`config.mk`:
```
export PLATFORM = sky130hd
export DESIGN_NAME = ius_flags
export DESIGN_NICKNAME = d
export VERILOG_FILES = /design/src/core/ius_pkg.sv /design/src/core/ius_flags.sv
export VERILOG_INCLUDE_DIRS = /design/src /design/src/core
export SDC_FILE = /design/constraint.sdc
export NUM_CORES = 1
export LEC_CHECK = 0
export BUFFER_PORTS_ARGS = -buffer_cell sky130_fd_sc_hd__buf_4
export CELL_PAD_IN_SITES_DETAIL_PLACEMENT = 0
export CELL_PAD_IN_SITES_GLOBAL_PLACEMENT = 1
export CORE_ASPECT_RATIO = 0.8
export CORE_UTILIZATION = 43
export CTS_CLUSTER_SIZE = 24
export DETAILED_ROUTE_END_ITERATION = 7
export PLACE_DENSITY_LB_ADDON = 0.1
export SYNTH_ARGS = -nofsm -noshare
export SYNTH_HDL_FRONTEND = slang
export SYNTH_SLANG_ARGS = --single-unit
```
`constraint.sdc`:
```
create_clock -name pclk -period 5.4 [get_ports pclk]
set_input_delay 1.08 -clock pclk [delete_from_list [all_inputs] [get_ports pclk]]
set_output_delay 1.08 -clock pclk [all_outputs]
set_load 0.01 [all_outputs]
```
`src/core/ius_map.svh`:
```
// Register offsets, field positions, reset values and receive framing of the status flag block
`ifndef IUS_MAP_SVH
`define IUS_MAP_SVH

// ----------------------------------------------------------------
// Register byte offsets
// ----------------------------------------------------------------
`define IUS_OFF_STATUS   12'h008
`define IUS_OFF_RXDATA   12'h018
`define IUS_OFF_MODE     12'h024
`define IUS_OFF_EVSTAT   12'h040
`define IUS_OFF_EVCLR    12'h044
`define IUS_OFF_EVEN     12'h048

// ----------------------------------------------------------------
// Status register field positions
// ----------------------------------------------------------------
`define IUS_ST_SLAVE_TRANSMIT_DIRECTION      14
`define IUS_ST_NACKSENT  13
`define IUS_ST_BUSY      12
`define IUS_ST_OVERRUN   11

// ----------------------------------------------------------------
// Mode register field positions and reset value
// ----------------------------------------------------------------
`define IUS_MD_RUN       0
`define IUS_MD_START     1
`define IUS_MD_LOOP      2
`define IUS_MD_NACK      3
`define IUS_MODE_RST     4'h0

// ----------------------------------------------------------------
// Event bits: 0 overrun, 1 nack sent, 2 busy set, 3 bus free
// ----------------------------------------------------------------
`define IUS_EV_W         4
`define IUS_EV_RST       4'h0

// ----------------------------------------------------------------
// Receive framing
// ----------------------------------------------------------------
`define IUS_BITS_BYTE    4'h8

`endif

```
`src/core/ius_pkg.sv`:
```
// Types shared by the status flag block
package ius_pkg;

  // Receive framing states
  typedef enum logic [1:0] {
    IUS_RX_IDLE  = 2'b00,
    IUS_RX_SHIFT = 2'b01,
    IUS_RX_ACK   = 2'b10
  } ius_rx_e;

  typedef logic [7:0] ius_byte_t;

endpackage

```
`src/core/ius_flags.sv`:
```
// Upper status flags of the I2C controller with APB access and event interrupt
//
// Operation
// - Reserved bits 31..15 read zero, writes ignored
// - Bit 14 high only as slave-transmitter
// - Loopback forces slave direction flag low
// - START or STOP clears slave direction
// - Writing one clears slave direction flag; here the write has no effect, the flag follows core_slave_tx
// - Bit 13 sets when receiver sent nack
// - Nack flag clears: write one, reset
// - Bit 12 sets on START seen or made
// - Busy set while SCL low in reset
// - Busy clears on STOP seen or made
// - Busy clears: write one, module reset
// - Start request while busy gives restart
// - Bit 11 sets on unread byte overrun
// - Overrun holds transfer; shifting continues meanwhile
// - Overrun clears on data read, reset
// - Writing zero leaves clearable flags unchanged
//
// Our own choices: the register offsets and register access over APB.
`timescale 1ns/1ps
`include "ius_map.svh"

module ius_flags
  import ius_pkg::*;
(
  // Clock and reset
  input  wire logic        pclk,
  input  wire logic        presetn,
  // APB slave
  input  wire logic        psel,
  input  wire logic        penable,
  input  wire logic        pwrite,
  input  wire logic [11:0] paddr,
  input  wire logic [31:0] pwdata,
  output logic [31:0]      prdata,
  output logic             pready,
  output logic             pslverr,
  // I2C bus lines as sampled
  input  wire logic        scl_in,
  input  wire logic        sda_in,
  // Controller core, same clock
  input  wire logic        core_slave_tx,
  input  wire logic        core_rx_mode,
  input  wire logic        core_nack_sent,
  input  wire logic        core_start_made,
  input  wire logic        core_stop_made,
  // Start commands and nack drive to core
  output logic             start_cmd,
  output logic             restart_cmd,
  output logic             nack_drive,
  // Interrupt
  output logic             irq
);

  // ----------------------------------------------------------------
  // Helpers
  // ----------------------------------------------------------------
  // Address compare for one register word
  function automatic logic addr_is(input logic [11:0] a, input logic [11:0] off);
    addr_is = (a[11:2] == off[11:2]);
  endfunction

  // ----------------------------------------------------------------
  // Storage
  // ----------------------------------------------------------------
  logic                 scl_m_q;
  logic                 scl_s_q;
  logic                 scl_p_q;
  logic                 sda_m_q;
  logic                 sda_s_q;
  logic                 sda_p_q;
  logic [3:0]           mode_q;
  logic [3:0]           mode_d;
  logic                 slave_transmit_direction_q;
  logic                 slave_transmit_direction_d;
  logic                 nsent_q;
  logic                 nsent_d;
  logic                 busy_q;
  logic                 busy_d;
  logic                 ovr_q;
  logic                 ovr_d;
  ius_byte_t            shift_q;
  ius_byte_t            rxdata_q;
  ius_byte_t            rxdata_d;
  logic                 unread_q;
  logic                 unread_d;
  logic [3:0]           bitcnt_q;
  ius_rx_e              rx_q;
  ius_rx_e              rx_d;
  logic [`IUS_EV_W-1:0] ev_q;
  logic [`IUS_EV_W-1:0] ev_d;
  logic [`IUS_EV_W-1:0] en_q;
  logic [31:0]          prdata_q;
  logic                 pready_q;
  logic                 pslverr_q;
  logic                 start_q;
  logic                 restart_q;
  logic                 nackdrv_q;
  logic                 irq_q;

  // ----------------------------------------------------------------
  // Bus line synchronisers and edge detection
  // ----------------------------------------------------------------
  // Two stages per line, then one history stage
  always_ff @(posedge pclk or negedge presetn) begin
    if (!presetn) begin
      scl_m_q <= 1'b1;
      scl_s_q <= 1'b1;
      scl_p_q <= 1'b1;
      sda_m_q <= 1'b1;
      sda_s_q <= 1'b1;
      sda_p_q <= 1'b1;
    end else begin
      scl_m_q <= scl_in;
      scl_s_q <= scl_m_q;
      scl_p_q <= scl_s_q;
      sda_m_q <= sda_in;
      sda_s_q <= sda_m_q;
      sda_p_q <= sda_s_q;
    end
  end

  // Conditions on the bus
  wire scl_rise   = scl_s_q & ~scl_p_q;
  wire start_seen = scl_s_q & scl_p_q & sda_p_q & ~sda_s_q;
  wire stop_seen  = scl_s_q & scl_p_q & ~sda_p_q & sda_s_q;
  wire start_any  = start_seen | core_start_made;
  wire stop_any   = stop_seen | core_stop_made;

  // ----------------------------------------------------------------
  // APB decode
  // ----------------------------------------------------------------
  wire setup    = psel & ~penable;
  wire acc      = psel & penable & pready_q;
  wire wr       = acc & pwrite;
  wire rd       = acc & ~pwrite;
  wire hit_st   = addr_is(paddr, `IUS_OFF_STATUS);
  wire hit_rx   = addr_is(paddr, `IUS_OFF_RXDATA);
  wire hit_md   = addr_is(paddr, `IUS_OFF_MODE);
  wire hit_evs  = addr_is(paddr, `IUS_OFF_EVSTAT);
  wire hit_evc  = addr_is(paddr, `IUS_OFF_EVCLR);
  wire hit_ev   = addr_is(paddr, `IUS_OFF_EVEN);
  wire mapped   = hit_st | hit_rx | hit_md | hit_evs | hit_evc | hit_ev;
  wire wr_st    = wr & hit_st;
  wire wr_md    = wr & hit_md;
  wire rd_rx    = rd & hit_rx;

  // Write-one clear strobes; a written zero touches nothing
  wire clr_slave_transmit_direction = wr_st & pwdata[`IUS_ST_SLAVE_TRANSMIT_DIRECTION];
  wire clr_ns   = wr_st & pwdata[`IUS_ST_NACKSENT];
  wire clr_busy = wr_st & pwdata[`IUS_ST_BUSY];
  // Module run control: low holds the controller in reset
  wire run      = mode_q[`IUS_MD_RUN];
  wire loopback = mode_q[`IUS_MD_LOOP];
  wire run_off  = wr_md & ~pwdata[`IUS_MD_RUN];
  wire held     = ~run | run_off;
  // Start request from software
  wire start_req = wr_md & pwdata[`IUS_MD_START] & pwdata[`IUS_MD_RUN];

  // ----------------------------------------------------------------
  // Receive framing
  // ----------------------------------------------------------------
  // Byte completes on the eighth clock, then the ack clock
  wire byte_done = (rx_q == IUS_RX_SHIFT) & scl_rise & (bitcnt_q == `IUS_BITS_BYTE - 4'h1);
  wire ack_clk   = (rx_q == IUS_RX_ACK) & scl_rise;
  wire nack_mode = mode_q[`IUS_MD_NACK];
  wire overrun   = byte_done & (unread_q & ~rd_rx);
  wire self_nack = ack_clk & nack_mode;

  // Framing state selection
  always_comb begin
    rx_d = rx_q;
    case (rx_q)
      IUS_RX_IDLE:  if (start_any && core_rx_mode && run) begin
        rx_d = IUS_RX_SHIFT;
      end
      IUS_RX_SHIFT: if (byte_done) begin
        rx_d = IUS_RX_ACK;
      end
      IUS_RX_ACK:   if (ack_clk) begin
        rx_d = IUS_RX_SHIFT;
      end
      default:      rx_d = IUS_RX_IDLE;
    endcase
    if (held || stop_any || !core_rx_mode) begin
      rx_d = IUS_RX_IDLE;
    end
  end

  // Shift register keeps taking bits even during overrun
  always_ff @(posedge pclk or negedge presetn) begin
    if (!presetn) begin
      rx_q     <= IUS_RX_IDLE;
      bitcnt_q <= 4'h0;
      shift_q  <= 8'h00;
    end else begin
      rx_q <= rx_d;
      if (rx_q != IUS_RX_SHIFT) begin
        bitcnt_q <= 4'h0;
      end else if (scl_rise) begin
        bitcnt_q <= bitcnt_q + 4'h1;
      end
      if (rx_q == IUS_RX_SHIFT && scl_rise) begin
        shift_q <= {shift_q[6:0], sda_s_q};
      end
    end
  end

  // Data register load, held back while old byte unread
  always_comb begin
    rxdata_d = rxdata_q;
    unread_d = unread_q;
    if (rd_rx) begin
      unread_d = 1'b0;
    end
    if (byte_done && !overrun) begin
      rxdata_d = {shift_q[6:0], sda_s_q};
      unread_d = 1'b1;
    end else if (rd_rx && ovr_q) begin
      rxdata_d = shift_q;
      unread_d = 1'b1;
    end
    if (held) begin
      unread_d = 1'b0;
    end
  end

  // ----------------------------------------------------------------
  // Status flags
  // ----------------------------------------------------------------
  // Next values, set events placed after clears
  always_comb begin
    slave_transmit_direction_d = slave_transmit_direction_q;
    if (clr_slave_transmit_direction || start_any || stop_any) begin
      slave_transmit_direction_d = 1'b0;
    end
    if (core_slave_tx && !start_any && !stop_any) begin
      slave_transmit_direction_d = 1'b1;
    end
    if (loopback || !core_slave_tx || held) begin
      slave_transmit_direction_d = 1'b0;
    end

    nsent_d = nsent_q;
    if (clr_ns) begin
      nsent_d = 1'b0;
    end
    if (core_nack_sent || self_nack) begin
      nsent_d = 1'b1;
    end
    if (held) begin
      nsent_d = 1'b0;
    end

    busy_d = busy_q;
    if (clr_busy || stop_any) begin
      busy_d = 1'b0;
    end
    if (start_any) begin
      busy_d = 1'b1;
    end
    if (held) begin
      busy_d = ~scl_s_q;
    end

    ovr_d = ovr_q;
    if (rd_rx) begin
      ovr_d = 1'b0;
    end
    if (overrun) begin
      ovr_d = 1'b1;
    end
    if (held) begin
      ovr_d = 1'b0;
    end
  end

  // Mode register; start request is a one-shot
  always_comb begin
    mode_d = mode_q;
    mode_d[`IUS_MD_START] = 1'b0;
    if (wr_md) begin
      mode_d = pwdata[3:0];
      mode_d[`IUS_MD_START] = 1'b0;
    end
  end

  // Flag and mode registers
  always_ff @(posedge pclk or negedge presetn) begin
    if (!presetn) begin
      mode_q   <= `IUS_MODE_RST;
      slave_transmit_direction_q   <= 1'b0;
      nsent_q  <= 1'b0;
      busy_q   <= 1'b0;
      ovr_q    <= 1'b0;
      rxdata_q <= 8'h00;
      unread_q <= 1'b0;
    end else begin
      mode_q   <= mode_d;
      slave_transmit_direction_q   <= slave_transmit_direction_d;
      nsent_q  <= nsent_d;
      busy_q   <= busy_d;
      ovr_q    <= ovr_d;
      rxdata_q <= rxdata_d;
      unread_q <= unread_d;
    end
  end

  // ----------------------------------------------------------------
  // Start commands and nack drive
  // ----------------------------------------------------------------
  // Busy bus turns a start request into a restart
  always_ff @(posedge pclk or negedge presetn) begin
    if (!presetn) begin
      start_q   <= 1'b0;
      restart_q <= 1'b0;
      nackdrv_q <= 1'b0;
    end else begin
      start_q   <= start_req & ~busy_q;
      restart_q <= start_req & busy_q;
      nackdrv_q <= (rx_d == IUS_RX_ACK) & nack_mode;
    end
  end

  // ----------------------------------------------------------------
  // Event interrupt
  // ----------------------------------------------------------------
  // Sticky events; a new event wins over its clear
  wire [`IUS_EV_W-1:0] ev_set = {
    stop_any & busy_q,
    start_any & ~busy_q,
    (core_nack_sent | self_nack) & ~nsent_q,
    overrun & ~ovr_q
  };
  wire [`IUS_EV_W-1:0] ev_clr = (wr & hit_evc) ? pwdata[`IUS_EV_W-1:0] : {`IUS_EV_W{1'b0}};

  assign ev_d = (ev_q & ~ev_clr) | ev_set;

  always_ff @(posedge pclk or negedge presetn) begin
    if (!presetn) begin
      ev_q  <= `IUS_EV_RST;
      en_q  <= `IUS_EV_RST;
      irq_q <= 1'b0;
    end else begin
      ev_q  <= ev_d;
      if (wr && hit_ev) begin
        en_q <= pwdata[`IUS_EV_W-1:0];
      end
      irq_q <= |(ev_d & (wr && hit_ev ? pwdata[`IUS_EV_W-1:0] : en_q));
    end
  end

  // ----------------------------------------------------------------
  // APB read path and answer
  // ----------------------------------------------------------------
  // Status word; upper reserved bits stay zero
  wire [31:0] status_word = {
    17'h00000,
    slave_transmit_direction_q, nsent_q, busy_q, ovr_q,
    11'h000
  };

  // Read mux, unmapped reads return zero
  wire [31:0] rd_word =
    hit_st  ? status_word :
    hit_rx  ? {24'h000000, rxdata_q} :
    hit_md  ? {28'h0000000, mode_q} :
    hit_evs ? {{(32-`IUS_EV_W){1'b0}}, ev_q} :
    hit_ev  ? {{(32-`IUS_EV_W){1'b0}}, en_q} :
    32'h00000000;

  // Answer in the first access cycle, no wait states
  always_ff @(posedge pclk or negedge presetn) begin
    if (!presetn) begin
      prdata_q  <= 32'h00000000;
      pready_q  <= 1'b0;
      pslverr_q <= 1'b0;
    end else begin
      pready_q  <= setup;
      pslverr_q <= setup & ~mapped;
      if (setup) begin
        prdata_q <= pwrite ? 32'h00000000 : rd_word;
      end
    end
  end

  // ----------------------------------------------------------------
  // Outputs
  // ----------------------------------------------------------------
  assign prdata      = prdata_q;
  assign pready      = pready_q;
  assign pslverr     = pslverr_q;
  assign start_cmd   = start_q;
  assign restart_cmd = restart_q;
  assign nack_drive  = nackdrv_q;
  assign irq         = irq_q;

endmodule

```
# After elaboration in Yosys (flattened, before gate mapping)
# Index checks and enable logic that the tools add are counted.
[totals]
reg_bits = 83
in_bits = 56
output_inout_bits = 38
wordCells = 161
[classes]
n_addsub = 1
eq_ne = 11
mux = 32
bitwise = 61
n_reduce_logical = 30
[op_table]
columns = ["cell", "count"]
rows = [
  ["AND 1 bit", 35],
  ["equality test 10 x 5 -> 1 bit, second input constant", 3],
  ["2-to-1 mux 15 bit", 2],
  ["2-to-1 mux 4 bit", 7],
  ["2-to-1 mux 8 bit", 3],
  ["2-to-1 mux 1 bit", 15],
  ["NOT 1 bit", 13],
  ["nonzero test 3 bit", 4],
  ["equality test 10 x 2 -> 1 bit, second input constant", 1],
  ["equality test 10 x 3 -> 1 bit, second input constant", 1],
  ["equality test 10 x 4 -> 1 bit, second input constant", 1],
  ["bitwise OR 1 bit", 9],
  ["AND 4 bit", 2],
  ["logical AND 1 bit", 8],
  ["logical OR 1 bit", 8],
  ["2-to-1 mux 2 bit", 4],
  ["one-hot mux 2 bit (3 select lines)", 1],
  ["logical NOT 1 bit", 5],
  ["adder 4 x 1 -> 4 bit, second input constant", 1],
  ["equality test 2 bit, second input constant", 2],
  ["equality test 4 x 3 -> 1 bit, second input constant", 1],
  ["NOT 4 bit", 1],
  ["bitwise OR 4 bit", 1],
  ["nonzero test 2 bit", 2],
  ["other kinds (5)", 5],
]

# Depth between registers and ports, before layout
[depth]
ltp_word = 11
ltp_mapped = 7
mapped_depth_nobuf = 5

# Worst setup path before layout
# No wires, ideal clock.
[synth_path]
path_type = "input -> register"
start = "in paddr[7]"
end = "reg irq_q, in the netlist irq"
setup_time_ns = 0.126
arrival_ns = 2.912
t_required_ns = 5.274
slack_ns = 2.362
stages = 6
path_buffers = 1
cell_sequence = "or4b_4 or4_4 buf_6 mux2_4 a22o_1 a221o_1"
[synth_between]
elab_chain_len = 9
word_cells_on_any_way = 17
classes_between = "eq/ne (3); mux (2); bitwise (10); reduce/logical (2)"
[synth_lines]
columns = ["element", "line", "rtl"]
rows = [
  ["start, declared", "ius_flags.sv:35", "input wire logic [11:0] paddr,"],
  ["equality test 10 x 3 -> 1 bit", "ius_flags.sv:62", "addr_is = (a[11:2] == off[11:2]);"],
  ["AND 1 bit", "ius_flags.sv:148", "wire rd_rx = rd & hit_rx;"],
  ["NOT 1 bit", "ius_flags.sv:169", "wire overrun = byte_done & (unread_q & ~rd_rx);"],
  ["AND 1 bit (2 in a row)", "ius_flags.sv:169", ""],
  ["AND 1 bit", "ius_flags.sv:335", "overrun & ~ovr_q"],
  ["bitwise OR 4 bit", "ius_flags.sv:339", "assign ev_d = (ev_q & ~ev_clr) | ev_set;"],
  ["AND 4 bit *", "ius_flags.sv:351", "irq_q <= |(ev_d & (wr && hit_ev ? pwdata[`IUS_EV_W-1:0] : en_q));"],
  ["OR reduction 4 bit *", "ius_flags.sv:351", ""],
  ["end signal, assigned", "ius_flags.sv:351", ""],
  ["end, declared", "ius_flags.sv:101", "logic irq_q;"],
]
# Mark *: on every way between the ends. The rest lies on a longest branch, timed or not.
# A chain may end at the register's enable or synchronous reset.

# Worst setup path after layout
[layout_path]
start = "in paddr[7]"
end = "reg irq_q, in the netlist irq"
[layout_between]
word_cells_on_any_way = 17
classes_between = "eq/ne (3); mux (2); bitwise (10); reduce/logical (2)"
[layout_lines]
columns = ["element", "line", "rtl"]
rows = [
  ["equality test 10 x 5 -> 1 bit", "ius_flags.sv:62", ""],
  ["AND 1 bit", "ius_flags.sv:337", "wire [`IUS_EV_W-1:0] ev_clr = (wr & hit_evc) ? pwdata[`IUS_EV_W-1:0] : {`IUS_EV_W{1'b0}};"],
  ["2-to-1 mux 4 bit", "ius_flags.sv:337", ""],
  ["NOT 4 bit", "ius_flags.sv:339", ""],
  ["AND 4 bit", "ius_flags.sv:339", ""],
  ["bitwise OR 4 bit", "ius_flags.sv:339", ""],
  ["named net ev_d[2]", "ius_flags.sv:93", "logic [`IUS_EV_W-1:0] ev_d;"],
  ["AND 4 bit", "ius_flags.sv:351", ""],
  ["OR reduction 4 bit", "ius_flags.sv:351", ""],
]
# The timed path passes the listed nets, and every way through them passes these cells.

==> impl_metrics.ini <==
[route]
drt-pass1-iter-count = 4
wire_per_inst_um = 16.42
drcViolationCount = 0
viasPerCell = 5.357
drtAntennaViolNets = 0
vias = 2025
drtIter0Drc = 92
drt_wl_total_um = 6205

[timing]
worst_pin_slew_ps = 962.8
grt_setup_unrepaired = no
min_period_over_period = 0.5970
fin_ws_ps = 2176
maxSlewHeadroom = 0.3522
period_minus_slack_ps = 3224
whs_ps = 357.5
hold_viol_final = 0
drv_slew = 0
setup_violations = 0
fin_setup_tns_ps = 0
skew_ps = 7.506
clock.fmax_mhz = 310.2

[grt]
grt_max_degree = 63
grt_pass1_vias = 2003
grt_remaining_overflow = 0
antenna_found_initial = 0
grt_pass1_wl_um = 10270
track_usage = 0.1893

[clocking]
clock-sinks = 62
root_buffer = clkbuf_8
postCtsSetupBuffers = 0
numCtsBuffers = 9
clock_latency_ps = 340
cts_hold_buf = 0
clk_path_buf_depth = 2
cts_tree = done
clk_pin_slew_ps = 60
cts_resized = 0
htreeDepth = 3

[place]
dp_slack_ps = 1895
dpl.cell_count = 362
placedInstanceArea_um2 = 3304
gp_congestion = 0.8030
post-dp-hpwl_um = 4512
io_buffers = 45

[synthesis]
ys_top_cells_by_area = dfrtp_1 47%, mux2_2 10%, dfstp_2 5.3%
syn_area_um2 = 2982
synth_cell_types = 58
yosys.cell_count.top_type = dfrtp_1
synthDominantCellAreaShare = 0.4700
yosys_most_used_dff = dfrtp_1
syn_avg_cell_area_um2 = 12.37
synth-edff-count = 0
syn_inst = 241
yosys_warnings = 0
synth_area_leader_cell = dfrtp_1
async_flop_share = 1.000
ys_seq_elements = 62
synth_common_cells = 56 x dfrtp_1, 27 x mux2_2, 20 x buf_4
yosysSeqAreaShare = 0.5229

[floorplan]
die_y_um = 76.48
coreArea_um2 = 6539
dieWidth_um = 95.10
ioPinCount = 94
row_count = 26
start_util = 0.4560
die_area_um2 = 7273

[worst_setup_path]
crit_fanout = 5
crit_path_start_kind = input pin
crit_type = in2reg
arrival_ps = 3440
cp.required_ps = 5620
end_kind = flip-flop

[final_layout]
final_area_um2 = 3501
seq_area_um2 = 1559
final_layout_size_suffix_gt1_frac = 0.3571
antenna_cells = 0
multiInputGateArea_um2 = 1261
nNetsFinal = 346
area_growth_syn_to_layout_pct = 17.42
stdcell_count = 378
fillers = 594

[power]
powerDensity_nw_per_um2 = 266.0
vdd_ir_drop_max_mv = 0.1510
p_leak_nw = 1.706

[min_path]
min_path_type = reg2reg

[job]
maxCapViolations = 0

[status]
status = finished clean
## path summary, 6_finish.rpt
kind / cells after the start / startpoint / to / slack, ps
max: 6 / paddr[7] / irq / 2180
min: 0 / sda_m_q / sda_s_q / 360
max reg2reg: 5 / pready / irq / 2870
min reg2reg: 0 / sda_m_q / sda_s_q / 360
max in group asynchronous: 1 / presetn / rx_q[0] / 4070
min in group asynchronous: 1 / presetn / pslverr / 820
## registers in the layout, summed over array words and instances (netlist names), 2 cells and up
register	flops
bitcnt_q	4
en_q	4
ev_q	4
mode_q	3
prdata	12
rx_q	2
rxdata_q	8
shift_q	8
## report_power, final
group | internal, W | switching (W)
combinational | 0.0000202 | 0.0000332
sequential | 0.000470 | 0.00000372
clock | 0.000239 | 0.000165
## layout make-up
| type | instances | area share |
|---|---|---|
| Inverter | 9 | 0.009650 |
| Multi-Input combinational cell | 161 | 0.3603 |
| Tap cell | 84 | 0.03002 |
| Timing Repair Buffer | 46 | 0.09864 |
| Sequential cell | 62 | 0.4453 |
| Clock buffer | 15 | 0.04753 |
| Clock inverter | 1 | 0.008578 |
## metrics by stage
step / total power (W) / util
after floorplan: 0.0005130 / -
after global placement: 0.0005359 / 0.5054
after detailed placement: 0.0005362 / 0.5054
after CTS: 0.0009468 / 0.5354
after global routing: 0.0009712 / 0.5354
final: 0.0009314 / 0.5354
## routing by layer
| metal | track usage | routed length (um) | vias up |
|---|---|---|---|
| met5 | 0 | 0 | - |
| met4 | 0.05909 | 55 | 0 |
| met3 | 0.05788 | 331 | 5 |
| met2 | 0.2621 | 2713 | 65 |
| met1 | 0.2802 | 3104 | 985 |
| li1 | - | - | 970 |
## cell families (layout without fill, tap and decap cells)
family / after synthesis / in the layout / share of synthesized area
fa+ha+maj: 1 / 1 / 0.004196
compound gates: 44 / 44 / 0.1238
mux: 32 / 32 / 0.1221
xor+xnor: 3 / 3 / 0.008814
simple gates: 61 / 61 / 0.1389
other cells: 1 / 20 / 0.001258
flops: 62 / 62 / 0.5229
buf+inv: 37 / 71 / 0.07805
## layout by cell type (no fill, tap or decap), drive strengths merged, types with 2 or more instances in the layout
cell type  instances
a211oi             3
a21oi              5
a221o              4
a221oi             3
a22o               9
a22oi              2
a41o               3
a41oi              3
and4b              2
buf               46
clkbuf            15
conb              20
dfrtp             56
dfstp              6
inv                9
mux2              29
mux2i              3
nand2              7
nand2b             3
nand3              2
nand4              3
nor2              11
nor2b              2
nor3               4
nor3b              2
nor4               6
o21ai              3
o221ai             2
or2b               3
or4                6
xor2               2
## worst max-delay path, stage by stage
cell and delay [ps]:
buf_4 110, or4b_4 570, nor4_1 810, o221ai_1 310, a22o_1 290, a221o_1 260
Power figures use the tool's default switching activity.
